--- src/shared/dcr_pkg.sv ---
// Constants, field codes and carrier types for the converter control register bank
package dcr_pkg;

	localparam int DCR_ADDR_W = 5;
	localparam int DCR_DATA_W = 16;
	localparam int DCR_FIELD_W = 2;

	// Register offsets in the x16 register map
	localparam logic [4:0] DCR_OFS_CODE_CH0 = 5'h00;
	localparam logic [4:0] DCR_OFS_CODE_CH1 = 5'h01;
	localparam logic [4:0] DCR_OFS_REF_SEL = 5'h08;
	localparam logic [4:0] DCR_OFS_PWR_DOWN = 5'h09;

	// Reset values of the select registers
	localparam logic [15:0] DCR_RST_REF_SEL = 16'h0000;
	localparam logic [15:0] DCR_RST_PWR_DOWN = 16'h0000;

	// Default resolution and channel count, and the largest channel count
	localparam int DCR_DEF_RES_BITS = 12;
	localparam int DCR_DEF_NUM_CH = 2;
	localparam int DCR_MAX_NUM_CH = 2;

	// Reference source field codes
	localparam logic [1:0] DCR_REF_VDD = 2'h0;
	localparam logic [1:0] DCR_REF_BANDGAP = 2'h1;
	localparam logic [1:0] DCR_REF_PIN_UNBUF = 2'h2;
	localparam logic [1:0] DCR_REF_PIN_BUF = 2'h3;

	// Power-down field codes
	localparam logic [1:0] DCR_PD_NORMAL = 2'h0;
	localparam logic [1:0] DCR_PD_LOAD_1K = 2'h1;
	localparam logic [1:0] DCR_PD_LOAD_100K = 2'h2;
	localparam logic [1:0] DCR_PD_OPEN = 2'h3;

	typedef enum logic [1:0] {
		DCR_SRC_VDD,
		DCR_SRC_BANDGAP,
		DCR_SRC_PIN
	} dcr_ref_src_type;

	typedef enum logic [1:0] {
		DCR_LOAD_NONE,
		DCR_LOAD_1K,
		DCR_LOAD_100K,
		DCR_LOAD_OPEN
	} dcr_out_load_type;

	// Decoded per-channel controls for the analog side
	typedef struct packed {
		dcr_ref_src_type ref_src;
		logic ref_buf_en;
		logic out_active;
		dcr_out_load_type out_load;
	} dcr_ch_ctl_type;

	// Register access request from the serial command engine
	typedef struct packed {
		logic wr;
		logic rd;
		logic [DCR_ADDR_W-1:0] addr;
		logic [DCR_DATA_W-1:0] wdata;
	} dcr_req_type;

	// Answer to one register access
	typedef struct packed {
		logic valid;
		logic err;
		logic [DCR_DATA_W-1:0] rdata;
	} dcr_rsp_type;

endpackage

--- src/dcr_ch_decode.sv ---
// Per-channel decoder from reference and power-down fields to analog controls
`timescale 1ns/10ps
module dcr_ch_decode (
	// Register fields
	input wire logic [1:0] ref_source_field_i,
	input wire logic [1:0] pd_mode_field_i,
	// Decoded controls
	output dcr_pkg::dcr_ch_ctl_type ctl_o
);
	import dcr_pkg::*;

	always_comb begin
		ctl_o = '0;
		case (ref_source_field_i)
			DCR_REF_PIN_BUF: begin
				ctl_o.ref_src = DCR_SRC_PIN;
				ctl_o.ref_buf_en = 1'b1;
			end
			DCR_REF_PIN_UNBUF: begin
				ctl_o.ref_src = DCR_SRC_PIN;
				ctl_o.ref_buf_en = 1'b0;
			end
			DCR_REF_BANDGAP: begin
				// Buffer stays on so the bandgap still drives the pin when powered down
				ctl_o.ref_src = DCR_SRC_BANDGAP;
				ctl_o.ref_buf_en = 1'b1;
			end
			default: begin
				ctl_o.ref_src = DCR_SRC_VDD;
				ctl_o.ref_buf_en = 1'b0;
			end
		endcase
		case (pd_mode_field_i)
			DCR_PD_LOAD_1K: begin
				ctl_o.out_active = 1'b0;
				ctl_o.out_load = DCR_LOAD_1K;
			end
			DCR_PD_LOAD_100K: begin
				ctl_o.out_active = 1'b0;
				ctl_o.out_load = DCR_LOAD_100K;
			end
			DCR_PD_OPEN: begin
				ctl_o.out_active = 1'b0;
				ctl_o.out_load = DCR_LOAD_OPEN;
			end
			default: begin
				ctl_o.out_active = 1'b1;
				ctl_o.out_load = DCR_LOAD_NONE;
			end
		endcase
	end

endmodule

--- src/dcr_reg_bank.sv ---
// Volatile output-code, reference-select and power-down registers of the converter
`timescale 1ns/10ps

// Behaviour
// - 12-bit parts hold code in bits 11..0; FFF full, 7FF mid, 0 zero.
// - 10-bit parts hold code in bits 9..0; 3FF full, 1FF mid, 0 zero.
// - 8-bit parts hold code in bits 7..0; FF full, 7F mid, 0 zero.
// - Code bits above the resolution ignore writes and read zero.
// - Reference select: channel 0 bits 1..0, channel 1 bits 3..2 when dual.
// - Reference codes: 11 pin buffered, 10 pin raw, 01 bandgap, 00 supply.
// - Select and power-down registers are twice the channel count wide.
// - Power-down: channel 0 bits 1..0, channel 1 bits 3..2 when dual.
// - Bits above the channel fields in both select registers read zero.
// - Power-down codes: 00 normal, 01 1k load, 10 100k load, 11 open.
module dcr_reg_bank #(
	parameter int RES_BITS = dcr_pkg::DCR_DEF_RES_BITS,
	parameter int NUM_CH = dcr_pkg::DCR_DEF_NUM_CH
) (
	// Clock and reset
	input wire logic clk_sys_i,
	input wire logic rst_n_i,
	// Register access from the serial command engine
	input dcr_pkg::dcr_req_type req_i,
	output dcr_pkg::dcr_rsp_type rsp_o,
	// Analog side controls
	output logic [NUM_CH-1:0][RES_BITS-1:0] ladder_code_o,
	output logic [2*NUM_CH-1:0] ref_sel_o,
	output logic [2*NUM_CH-1:0] pd_sel_o,
	output dcr_pkg::dcr_ch_ctl_type [NUM_CH-1:0] ch_ctl_o
);
	import dcr_pkg::*;

	localparam int SEL_W = DCR_FIELD_W * NUM_CH;
	localparam logic [RES_BITS-1:0] CODE_MID = {1'b0, {(RES_BITS-1){1'b1}}};
	localparam logic [RES_BITS-1:0] CODE_ONES = {RES_BITS{1'b1}};

	// Only the three documented resolutions and one or two channels exist
	if (!(RES_BITS == 8 || RES_BITS == 10 || RES_BITS == 12)) begin : g_bad_res
		$error("dcr_reg_bank: RES_BITS must be 8, 10 or 12");
	end
	if (NUM_CH < 1 || NUM_CH > DCR_MAX_NUM_CH) begin : g_bad_ch
		$error("dcr_reg_bank: NUM_CH must be 1 or 2");
	end

	// True for a location this part implements
	function automatic logic is_mapped(input logic [DCR_ADDR_W-1:0] addr);
		logic hit;
		hit = 1'b0;
		if (addr == DCR_OFS_CODE_CH0) begin
			hit = 1'b1;
		end else if (addr == DCR_OFS_CODE_CH1) begin
			hit = (NUM_CH > 1);
		end else if (addr == DCR_OFS_REF_SEL) begin
			hit = 1'b1;
		end else if (addr == DCR_OFS_PWR_DOWN) begin
			hit = 1'b1;
		end
		return hit;
	endfunction

	logic [NUM_CH-1:0][RES_BITS-1:0] code_q;
	logic [NUM_CH-1:0][RES_BITS-1:0] code_d;
	logic [SEL_W-1:0] ref_sel_q;
	logic [SEL_W-1:0] ref_sel_d;
	logic [SEL_W-1:0] pd_sel_q;
	logic [SEL_W-1:0] pd_sel_d;
	dcr_rsp_type rsp_q;
	dcr_rsp_type rsp_d;
	dcr_ch_ctl_type [NUM_CH-1:0] ctl_q;
	dcr_ch_ctl_type [NUM_CH-1:0] ctl_d;
	logic acc_ok;

	assign acc_ok = is_mapped(req_i.addr);

	// Register writes
	always_comb begin
		code_d = code_q;
		ref_sel_d = ref_sel_q;
		pd_sel_d = pd_sel_q;
		if (req_i.wr && acc_ok) begin
			if (req_i.addr == DCR_OFS_CODE_CH0) begin
				// Upper bits are simply not stored
				code_d[0] = req_i.wdata[RES_BITS-1:0];
			end else if (req_i.addr == DCR_OFS_CODE_CH1) begin
				code_d[NUM_CH-1] = req_i.wdata[RES_BITS-1:0];
			end else if (req_i.addr == DCR_OFS_REF_SEL) begin
				ref_sel_d = req_i.wdata[SEL_W-1:0];
			end else if (req_i.addr == DCR_OFS_PWR_DOWN) begin
				pd_sel_d = req_i.wdata[SEL_W-1:0];
			end
		end
	end

	// Read answer, one cycle after the request
	always_comb begin
		rsp_d = '0;
		if (req_i.wr || req_i.rd) begin
			rsp_d.valid = 1'b1;
			rsp_d.err = !acc_ok;
			if (req_i.rd) begin
				if (!acc_ok) begin
					// Reserved locations return ones across the code width
					rsp_d.rdata = DCR_DATA_W'(CODE_ONES);
				end else if (req_i.addr == DCR_OFS_CODE_CH0) begin
					rsp_d.rdata = DCR_DATA_W'(code_q[0]);
				end else if (req_i.addr == DCR_OFS_CODE_CH1) begin
					rsp_d.rdata = DCR_DATA_W'(code_q[NUM_CH-1]);
				end else if (req_i.addr == DCR_OFS_REF_SEL) begin
					rsp_d.rdata = DCR_DATA_W'(ref_sel_q);
				end else begin
					rsp_d.rdata = DCR_DATA_W'(pd_sel_q);
				end
			end
		end
	end

	// Per-channel decode into analog controls
	for (genvar ch = 0; ch < NUM_CH; ch++) begin : g_ch
		dcr_ch_decode u_decode (
			.ref_source_field_i(ref_sel_q[DCR_FIELD_W*ch +: DCR_FIELD_W]),
			.pd_mode_field_i(pd_sel_q[DCR_FIELD_W*ch +: DCR_FIELD_W]),
			.ctl_o(ctl_d[ch])
		);
	end

	always_ff @(posedge clk_sys_i) begin
		if (!rst_n_i) begin
			for (int i = 0; i < NUM_CH; i++) begin
				code_q[i] <= CODE_MID;
			end
			ref_sel_q <= DCR_RST_REF_SEL[SEL_W-1:0];
			pd_sel_q <= DCR_RST_PWR_DOWN[SEL_W-1:0];
			rsp_q <= '0;
			// Supply reference, normal output: what the reset fields decode to
			for (int i = 0; i < NUM_CH; i++) begin
				ctl_q[i] <= '{ref_src: DCR_SRC_VDD, ref_buf_en: 1'b0, out_active: 1'b1, out_load: DCR_LOAD_NONE};
			end
		end else begin
			code_q <= code_d;
			ref_sel_q <= ref_sel_d;
			pd_sel_q <= pd_sel_d;
			rsp_q <= rsp_d;
			ctl_q <= ctl_d;
		end
	end

	// Ladder code and raw fields come straight from the storage flops
	assign ladder_code_o = code_q;
	assign ref_sel_o = ref_sel_q;
	assign pd_sel_o = pd_sel_q;
	assign ch_ctl_o = ctl_q;
	assign rsp_o = rsp_q;

endmodule

--- config.mk ---
export PLATFORM = sky130hd
export DESIGN_NAME = dcr_reg_bank
export DESIGN_NICKNAME = d
export VERILOG_FILES = /design/src/shared/dcr_pkg.sv /design/src/dcr_ch_decode.sv /design/src/dcr_reg_bank.sv
export SDC_FILE = /design/constraint.sdc
export NUM_CORES = 1
export LEC_CHECK = 0
export CAP_MARGIN = 10
export CORE_MARGIN = 2
export CORE_UTILIZATION = 49
export DETAILED_ROUTE_END_ITERATION = 10
export DONT_BUFFER_PORTS = 1
export GPL_TIMING_DRIVEN = 0
export PLACE_DENSITY = 0.68
export SYNTH_ARGS = -nofsm -noshare
export SYNTH_HDL_FRONTEND = slang
export SYNTH_SLANG_ARGS = --single-unit
--- constraint.sdc ---
create_clock -name clk_sys_i -period 1.8 [get_ports clk_sys_i]
set_input_delay 0.09 -clock clk_sys_i [delete_from_list [all_inputs] [get_ports clk_sys_i]]
set_output_delay 0.09 -clock clk_sys_i [all_outputs]
set_load 0.005 [all_outputs]
==> results of run 1 <==
==> through the flow <==
step | util, % | instance area [sq um]
3_5_place_dp | 52.64 | 2292
3_3_place_gp | 52.64 | 2292
2_1_floorplan | - | 2227
4_1_cts | 60.00 | 2613
6_report | 60.00 | 2613
5_1_grt | 60.00 | 2613
==> cell usage after synthesis, types with 2 or more instances <==
master    number
a21oi_1        4
and2_1         9
nor2_1        29
buf_4          5
nand4_1        2
a221oi_1       4
o22ai_1        4
nor3b_2        4
nor2b_1       12
dfxtp_1       58
nor3_1         2
clkbuf_1       5
nand2_1       37
mux2i_1       28
buf_2          5
nand3_1       12
==> cell families (layout without fill, tap and decap cells) <==
group	Yosys count	in the layout	share of synthesized area [%]
and+or+nand+nor	112	112	25.41
DFF	58	58	52.40
muxes	28	28	12.65
buffers and inverters	17	47	4.348
AOI/OAI and AO/OA	15	15	4.630
other	1	4	0.1692
xor gates and xnor gates	1	1	0.3953
==> sequential cells by signal, summed over array words and instances (netlist names) <==
| register | cells |
|---|---|
| ref_sel_o | 4 |
| rsp_o | 14 |
| ladder_code_o | 24 |
| pd_sel_o | 4 |
| ch_ctl_o | 12 |
==> area by class of cell <==
| class | instances | area, sq um |
|---|---|---|
| Clock inverter | 3 | 15.01 |
| Fill cell | 389 | 1742 |
| Multi-Input combinational cell | 160 | 969.7 |
| Sequential cell | 58 | 1161 |
| Timing Repair Buffer | 15 | 150.1 |
| Tap cell | 52 | 65.06 |
| Buffer | 17 | 96.34 |
| Clock buffer | 12 | 155.1 |
==> report_power, final <==
group          internal [mW]  leakage (nW)  switching, mW
logic                 0.0710         0.644         0.0789
registers               1.31         0.472         0.0162
clock network          0.559        0.0920          0.465
==> how the worst max path moves through the flow <==
| stage | start | end | slack (ns) |
|---|---|---|---|
| after floorplan | req_i[20] | rsp_o[3] | 0.65 |
| after global placement | req_i[16] | ladder_code_o[10] | 0.51 |
| after detailed placement | req_i[16] | ladder_code_o[10] | 0.51 |
| after CTS | rst_n_i | rsp_o[2] | 0.65 |
| after global routing | rst_n_i | rsp_o[2] | 0.53 |
| final | rst_n_i | rsp_o[2] | 0.64 |
==> metal layers <==
layer / GRT usage (%) / up-vias / wire length, um / share of wire (%)
met1: 26.77 / 756 / 2169 / 43
met4: 9.853 / 0 / 82 / 1.6
met2: 31.17 / 55 / 2337 / 47
li1: - / 826 / - / -
met3: 8.158 / 8 / 423 / 8.4
met5: 0 / - / 0 / 0
==> worst reg2reg max path: cells and delay by family (launching register included) <==
kind / cells / cell delay [ns]
simple gates: 1 / 0.16
flops: 1 / 0.34
compound gates: 2 / 0.47
==> metrics.cfg, run 1 <==
[grt]
grt_pass1_wl_mm = 7.948
grt_overflow = 0
grt_max_degree = 11
antenna_found_initial = 0
grt_pass1_vias = 1593
track_usage_pct = 20.94

[worst_setup_path]
crit_cells = 4
crit_buf_inv = 2
r2r_slack_ns = 0.71
startpoint_type = input port
cp_slowest_stage_delay_ns = 0.62
worstSetupEndpointType = register
path_class = input port to register
cp_cell_sequence = dlygate4sd3_1 > nand2_1 > clkbuf_1 > o22ai_1
path_delay_family = buffers and inverters
worst_r2r_endpoint = rsp_o[1]
reg2regPathDepth = 3
crit_fanout = 10
crit_required_ns = 2.00
crit_slowest_cell = dlygate4sd3_1
cp.arrival_ns = 1.36
timing.rr.start = ladder_code_o[13]

[placed_design]
post-place-ws_ns = 0.5115
place_hpwl_mm = 3.577
place.gp.congestion = 0.8533
placedCellCount = 287
numPortBuffers = 0

[synth]
synth_top_area_share_pct = 52.40
synth_area_sq_um = 2216
synth_cells = 232
yosysTopAreaCell = dfxtp_1
ys_warn_count = 0
synthFlopType = dfxtp_1
synth_seq_cells = 58
async_reset_ff_share_pct = 0
synth_area_leaders = dfxtp_1 (52%), mux2i_1 (13%), nand2_1 (6.3%), nor2_1 (4.9%), nor2b_1 (3.4%)
avgSynthCellArea_sq_um = 9.551
synth_cell_types = 28
yosysSeqAreaShare_pct = 52.40
synth_edf_count = 0

[pwr]
power_density_nw_per_um2 = 957.6
peakVddDrop_uv = 569.4
leakagePower_nw = 1.208
p_total_mw = 2.502

[job]
timing.max_cap.violations = 0

[cells_and_area]
post_route_cells_drive_above_1_share_pct = 12.08
final_common_cell = dfxtp_1
final_cell_count_no_fill = 317
nets = 286
final_cell_mix = dfxtp_1 (58), nand2_1 (37), nor2_1 (29)
syn_to_final_growth_pct = 17.90
insertedDiodeCount = 0

[timing]
fin_crit_sh_pct = 64.50
final_hold_viol_count = 0
tns_ns = 0
setup_viol = 0
timing.final.max_slew_violations = 0
max_freq_mhz = 861.3
period_needed_ns = 1.161
rsz0062_at_grt = no
fin_ws_ns = 0.6389
hold_ws_ns = 0.01919
skew_ns = 0.004122

[worst_hold_path]
min_path_cells = 3
hold_path.class = input port to register
hold_path_end = ladder_code_o[4]
min-delay-start = req_i[22]

[floorplanning]
start_util_pct = 50.89
row_count = 24
io_pins = 87
core_sq_um = 4354
die_y_um = 71.25
dieArea_sq_um = 5076
die_w_um = 71.25

[clock_network]
htree_levels = 3
cts_root_buf = clkbuf_8
cts_resized = 0
clkLatencyLatePin_ns = 0.33
cts-buffers-inserted = 9
post_cts_buffers = 0
postCtsHoldBufs = 15
cts_tree = yes
cts.sink_count = 58
clk_pin_slew_worst_paths_ns = 0.06
cts_max_path_buffers = 2

[drt]
wl_per_cell_um = 15.81
drtIter0Drc = 87
route.detailed.drc = 0
route.vias.total = 1645
drt_wl_total_mm = 5.013
ant_nets = 0
first_pass_iters = 4
via_per_inst = 5.189

[run_status]
status = finished clean

(Power assumes the default switching activity.)
==> inputs of run 2 (changes only) <==
- clock period: 1.8 -> 1.15 ns (I/O delays scaled with it)
==> metrics.cfg, run 2 (synthesized netlist as in run 1, its figures left out) <==
[worst_setup_path]
cp_slowest_stage_delay_ns = 0.34  ; -0.28 ns
crit_required_ns = 1.35  ; -0.65 ns
worstSetupEndpointType = register
crit_slowest_cell = dfxtp_1
crit_buf_inv = 0  ; -2
startpoint_type = register
path_delay_family = compound AO/OA/AOI/OAI gates
crit_fanout = 3  ; -7
cp.arrival_ns = 1.30  ; -0.06 ns
path_class = register to register
cp_cell_sequence = nor3b_2 > a221oi_1 > o22ai_1

[clock_network]
post_cts_buffers = 0  ; unchanged
cts_root_buf = clkbuf_8
cts_tree = yes
clk_pin_slew_worst_paths_ns = 0.06  ; about the same
cts.sink_count = 58  ; unchanged
clkLatencyLatePin_ns = 0.33  ; about the same
cts-buffers-inserted = 9  ; unchanged
cts_max_path_buffers = 2  ; unchanged
htree_levels = 3  ; unchanged

[cells_and_area]
largest_reg_flops = 24  ; unchanged
insertedDiodeCount = 0  ; unchanged
final_common_cell = dfxtp_1
post_route_cells_drive_above_1_share_pct = 12.83  ; +0.75 points
fill_cells = 389  ; unchanged
final_cell_mix = dfxtp_1 (58), nand2_1 (37), nor2_1 (29)
syn_to_final_growth_pct = 18.24
fin_area_sq_um = 2620  ; +0.29%
final_cell_count_no_fill = 317  ; unchanged
nets = 286  ; unchanged

[drt]
drt_wl_total_mm = 5.084  ; +1.4%
ant_nets = 0  ; unchanged
drtIter0Drc = 81  ; -6.9%
wl_per_cell_um = 16.04  ; +1.4%
first_pass_iters = 4  ; unchanged
route.detailed.drc = 0  ; unchanged
via_per_inst = 5.233  ; +0.85%
route.vias.total = 1659  ; +0.85%

[timing]
final_hold_viol_count = 0  ; unchanged
rsz0062_at_grt = no
timing.final.max_slew_violations = 0  ; unchanged
maxSlewHeadroom_pct = 65.88
tns_ns = 0  ; unchanged
worst-slew-pin-transition_ns = 0.5118
setup_viol = 0  ; unchanged
period_needed_ns = 1.101
max_freq_mhz = 908.2
skew_ns = 0.003688  ; -0.0004342 ns
fin_crit_sh_pct = 95.75

[placed_design]
place_hpwl_mm = 3.577  ; unchanged
placed_area_sq_um = 2292  ; unchanged
numPortBuffers = 0  ; unchanged
place.gp.congestion = 0.8533  ; unchanged
placedCellCount = 287  ; unchanged

[grt]
track_usage_pct = 21.00  ; +0.059 points
grt_overflow = 0  ; unchanged
grt_pass1_wl_mm = 7.976  ; +0.35%
antenna_found_initial = 0  ; unchanged
grt_max_degree = 11  ; unchanged
grt_pass1_vias = 1596  ; +0.19%

[job]
timing.max_cap.violations = 0  ; unchanged

[pwr]
peakVddDrop_uv = 891.9  ; +57%
leakagePower_nw = 1.213  ; +0.36%
power_density_nw_per_um2 = 1496  ; +56%

[run_status]
status = finished clean

[floorplanning]
die_y_um = 71.25  ; unchanged
start_util_pct = 50.89  ; unchanged
die_w_um = 71.25  ; unchanged
row_count = 24  ; unchanged
dieArea_sq_um = 5076  ; unchanged
io_pins = 87  ; unchanged
core_sq_um = 4354  ; unchanged

[worst_hold_path]
hold_path.class = input port to register

-- run 2: cell counts in the layout (fill, tap and decap cells not counted) --
No cell type changed its count.
-- run 2: final timing paths --
check | from | to | slack, ns | depth (start not counted)
setup / recovery | ladder_code_o[12] | rsp_o[0] | 0.05 | 3
hold / removal | req_i[22] | ladder_code_o[12] | 0.04 | 3
setup reg to reg | ladder_code_o[12] | rsp_o[0] | 0.05 | 3
hold reg to reg | ref_sel_o[1] | ch_ctl_o[4] | 0.50 | 1
-- run 2: metal layers --
layer	vias to the layer above	track usage [%]	routed length, um
met3	8	8.158	410
met1	760	26.86	2220
met5	-	0	0
li1	827	-	-
met2	64	31.28	2371
met4	0	9.853	82
-- run 2: layout make-up --
cell class                      count  area (sq um)  area share [%]
Buffer                             17         97.59           3.725
Multi-Input combinational cell    160         975.9           37.25
Clock inverter                      3         15.01          0.5731
Clock buffer                       12         155.1           5.922
Tap cell                           52         65.06           2.483
Sequential cell                    58          1161           44.32
Timing Repair Buffer               15         150.1           5.731
-- run 2: power breakdown --
part / internal [mW] / switching, mW / total [mW] / leakage (nW)
Sequential: 2.05 / 0.0255 / 2.08 / 0.472
Combinational: 0.112 / 0.126 / 0.238 / 0.648
Clock: 0.875 / 0.730 / 1.60 / 0.0920
-- run 2: worst reg2reg max path, stage by stage (launching register included) --
cell,delay (ns)
dfxtp_1,0.34
nor3b_2,0.16
a221oi_1,0.32
o22ai_1,0.15
-- run 2: repair_timing --
item | 4_1_cts | 5_1_grt
hold buffers | 15 | 0
hold endpoints to repair | 40 | 0
resized for setup | 0 | 3
endpoints found under the setup margin | 0 | 9
-- run 2: per-stage QoR --
stage	hold WS [ns]	util [%]	total power, mW	setup WS [ns]
floorplan	0.1814	-	2.264	0.03276
global placement	0.1821	52.64	2.300	-0.1055
detailed placement	0.1879	52.64	2.302	-0.1060
CTS	0.01450	60.00	3.956	0.03516
global route	0.08188	60.17	4.064	0.001084
finish	0.04340	60.17	3.921	0.04889
==> inputs of run 3 (changes only) <==
- RECOVER_POWER: unset -> 100
- clock period: 1.15 -> 1.3 ns (I/O delays scaled with it)
==> metrics.cfg, run 3 (synthesized netlist as in run 1, its figures left out) <==
[placed_design]
numPortBuffers = 0  ; unchanged
placed_area_sq_um = 2292  ; unchanged
place_hpwl_mm = 3.577  ; unchanged
placedCellCount = 287  ; unchanged
place.gp.congestion = 0.8533  ; unchanged
post-place-ws_ns = 0.03648  ; +0.1425 ns

[timing]
maxSlewHeadroom_pct = 65.82  ; -0.067 points
fin_crit_sh_pct = 87.66
worst-slew-pin-transition_ns = 0.5128  ; +0.0009975 ns
timing.final.max_slew_violations = 0  ; unchanged
skew_ns = 0.004315  ; +0.0006265 ns
max_freq_mhz = 877.5
tns_ns = 0  ; unchanged
rsz0062_at_grt = no
period_needed_ns = 1.140
setup_viol = 0  ; unchanged
fin_ws_ns = 0.1604  ; +0.1115 ns
final_hold_viol_count = 0  ; unchanged
hold_ws_ns = 0.04895  ; +0.005551 ns

[cells_and_area]
largest_reg_flops = 24  ; unchanged
post_route_cells_drive_above_1_share_pct = 10.19  ; -2.6 points
fin_util_pct = 59.60  ; -0.57 points
final_cell_count_no_fill = 317  ; unchanged
final_common_cell = dfxtp_1
nets = 286  ; unchanged
syn_to_final_growth_pct = 17.11
final_cell_mix = dfxtp_1 (58), nand2_1 (37), nor2_1 (29)
insertedDiodeCount = 0  ; unchanged
fin_area_sq_um = 2595  ; -0.95%

[grt]
track_usage_pct = 21.00  ; unchanged
grt_pass1_wl_mm = 7.976  ; unchanged
antenna_found_initial = 0  ; unchanged
grt_max_degree = 11  ; unchanged
grt_overflow = 0  ; unchanged
grt_pass1_vias = 1596  ; unchanged

[floorplanning]
dieArea_sq_um = 5076  ; unchanged
io_pins = 87  ; unchanged
die_y_um = 71.25  ; unchanged
die_w_um = 71.25  ; unchanged
row_count = 24  ; unchanged
start_util_pct = 50.89  ; unchanged
core_sq_um = 4354  ; unchanged

[clock_network]
htree_levels = 3  ; unchanged
postCtsHoldBufs = 15  ; unchanged
cts_resized = 0  ; unchanged
post_cts_buffers = 0  ; unchanged
cts.sink_count = 58  ; unchanged
cts_root_buf = clkbuf_8
cts_max_path_buffers = 2  ; unchanged
cts_tree = yes
clkLatencyLatePin_ns = 0.33  ; about the same
clk_pin_slew_worst_paths_ns = 0.06  ; about the same
cts-buffers-inserted = 9  ; unchanged

[drt]
drtIter0Drc = 79  ; -2.5%
route.vias.total = 1653  ; -0.36%
drt_wl_total_mm = 5.065  ; -0.37%
via_per_inst = 5.215  ; -0.36%
wl_per_cell_um = 15.98  ; -0.37%
first_pass_iters = 4  ; unchanged
ant_nets = 0  ; unchanged
route.detailed.drc = 0  ; unchanged

[pwr]
p_total_mw = 3.465  ; -12%
leakagePower_nw = 1.193  ; -1.7%
power_density_nw_per_um2 = 1335  ; -11%
peakVddDrop_uv = 791.0  ; -11%

[run_status]
status = finished clean

[worst_setup_path]
worstSetupEndpointType = register
startpoint_type = input port
path_class = input port to register
crit_fanout = 10  ; +7
crit_required_ns = 1.50  ; +0.15 ns
cp.arrival_ns = 1.34  ; +0.04 ns

[job]
timing.max_cap.violations = 0  ; unchanged

[worst_hold_path]
hold_path.class = input port to register

[run 3: changes by cell type in the layout (fill, tap and decap cells not counted), moves of 2 or more]
cell | previous run | this run
nor3b_2 | 4 | 2
nor3b_1 | 0 | 2
and2_0 | 0 | 7
and2_1 | 9 | 2
buf_2 | 5 | 1
clkbuf_1 | 5 | 8
[run 3: area by class of cell]
class                           count  area, sq um
Fill cell                         391         1759
Sequential cell                    58         1161
Multi-Input combinational cell    160        954.7
Clock buffer                       12        155.1
Timing Repair Buffer               15        150.1
Buffer                             17        93.84
Tap cell                           52        65.06
Clock inverter                      3        15.01
[run 3: final timing paths]
check,start,to,slack (ns),cells after the start
max,rst_n_i,rsp_o[2],0.16,4
min,req_i[22],ladder_code_o[12],0.05,3
max reg2reg,ladder_code_o[12],rsp_o[0],0.18,3
min reg2reg,ref_sel_o[1],ch_ctl_o[4],0.50,1
[run 3: report_power, final]
group	switching, mW	total [mW]	internal, mW
clock	0.647	1.42	0.774
sequential	0.0225	1.84	1.82
combinational	0.109	0.206	0.0969
total	0.779	3.47	2.69
[run 3: worst max-delay path: stages]
cell and delay [ns]:
dlygate4sd3_1 0.62, nand2_1 0.16, clkbuf_1 0.35, o22ai_1 0.15
[run 3: layer usage]
layer,vias to the layer above,routed length [um],track usage (%)
met5,-,0,0
met4,0,82,9.853
met3,8,383,8.158
met2,61,2375,31.28
met1,759,2224,26.86
li1,825,-,-
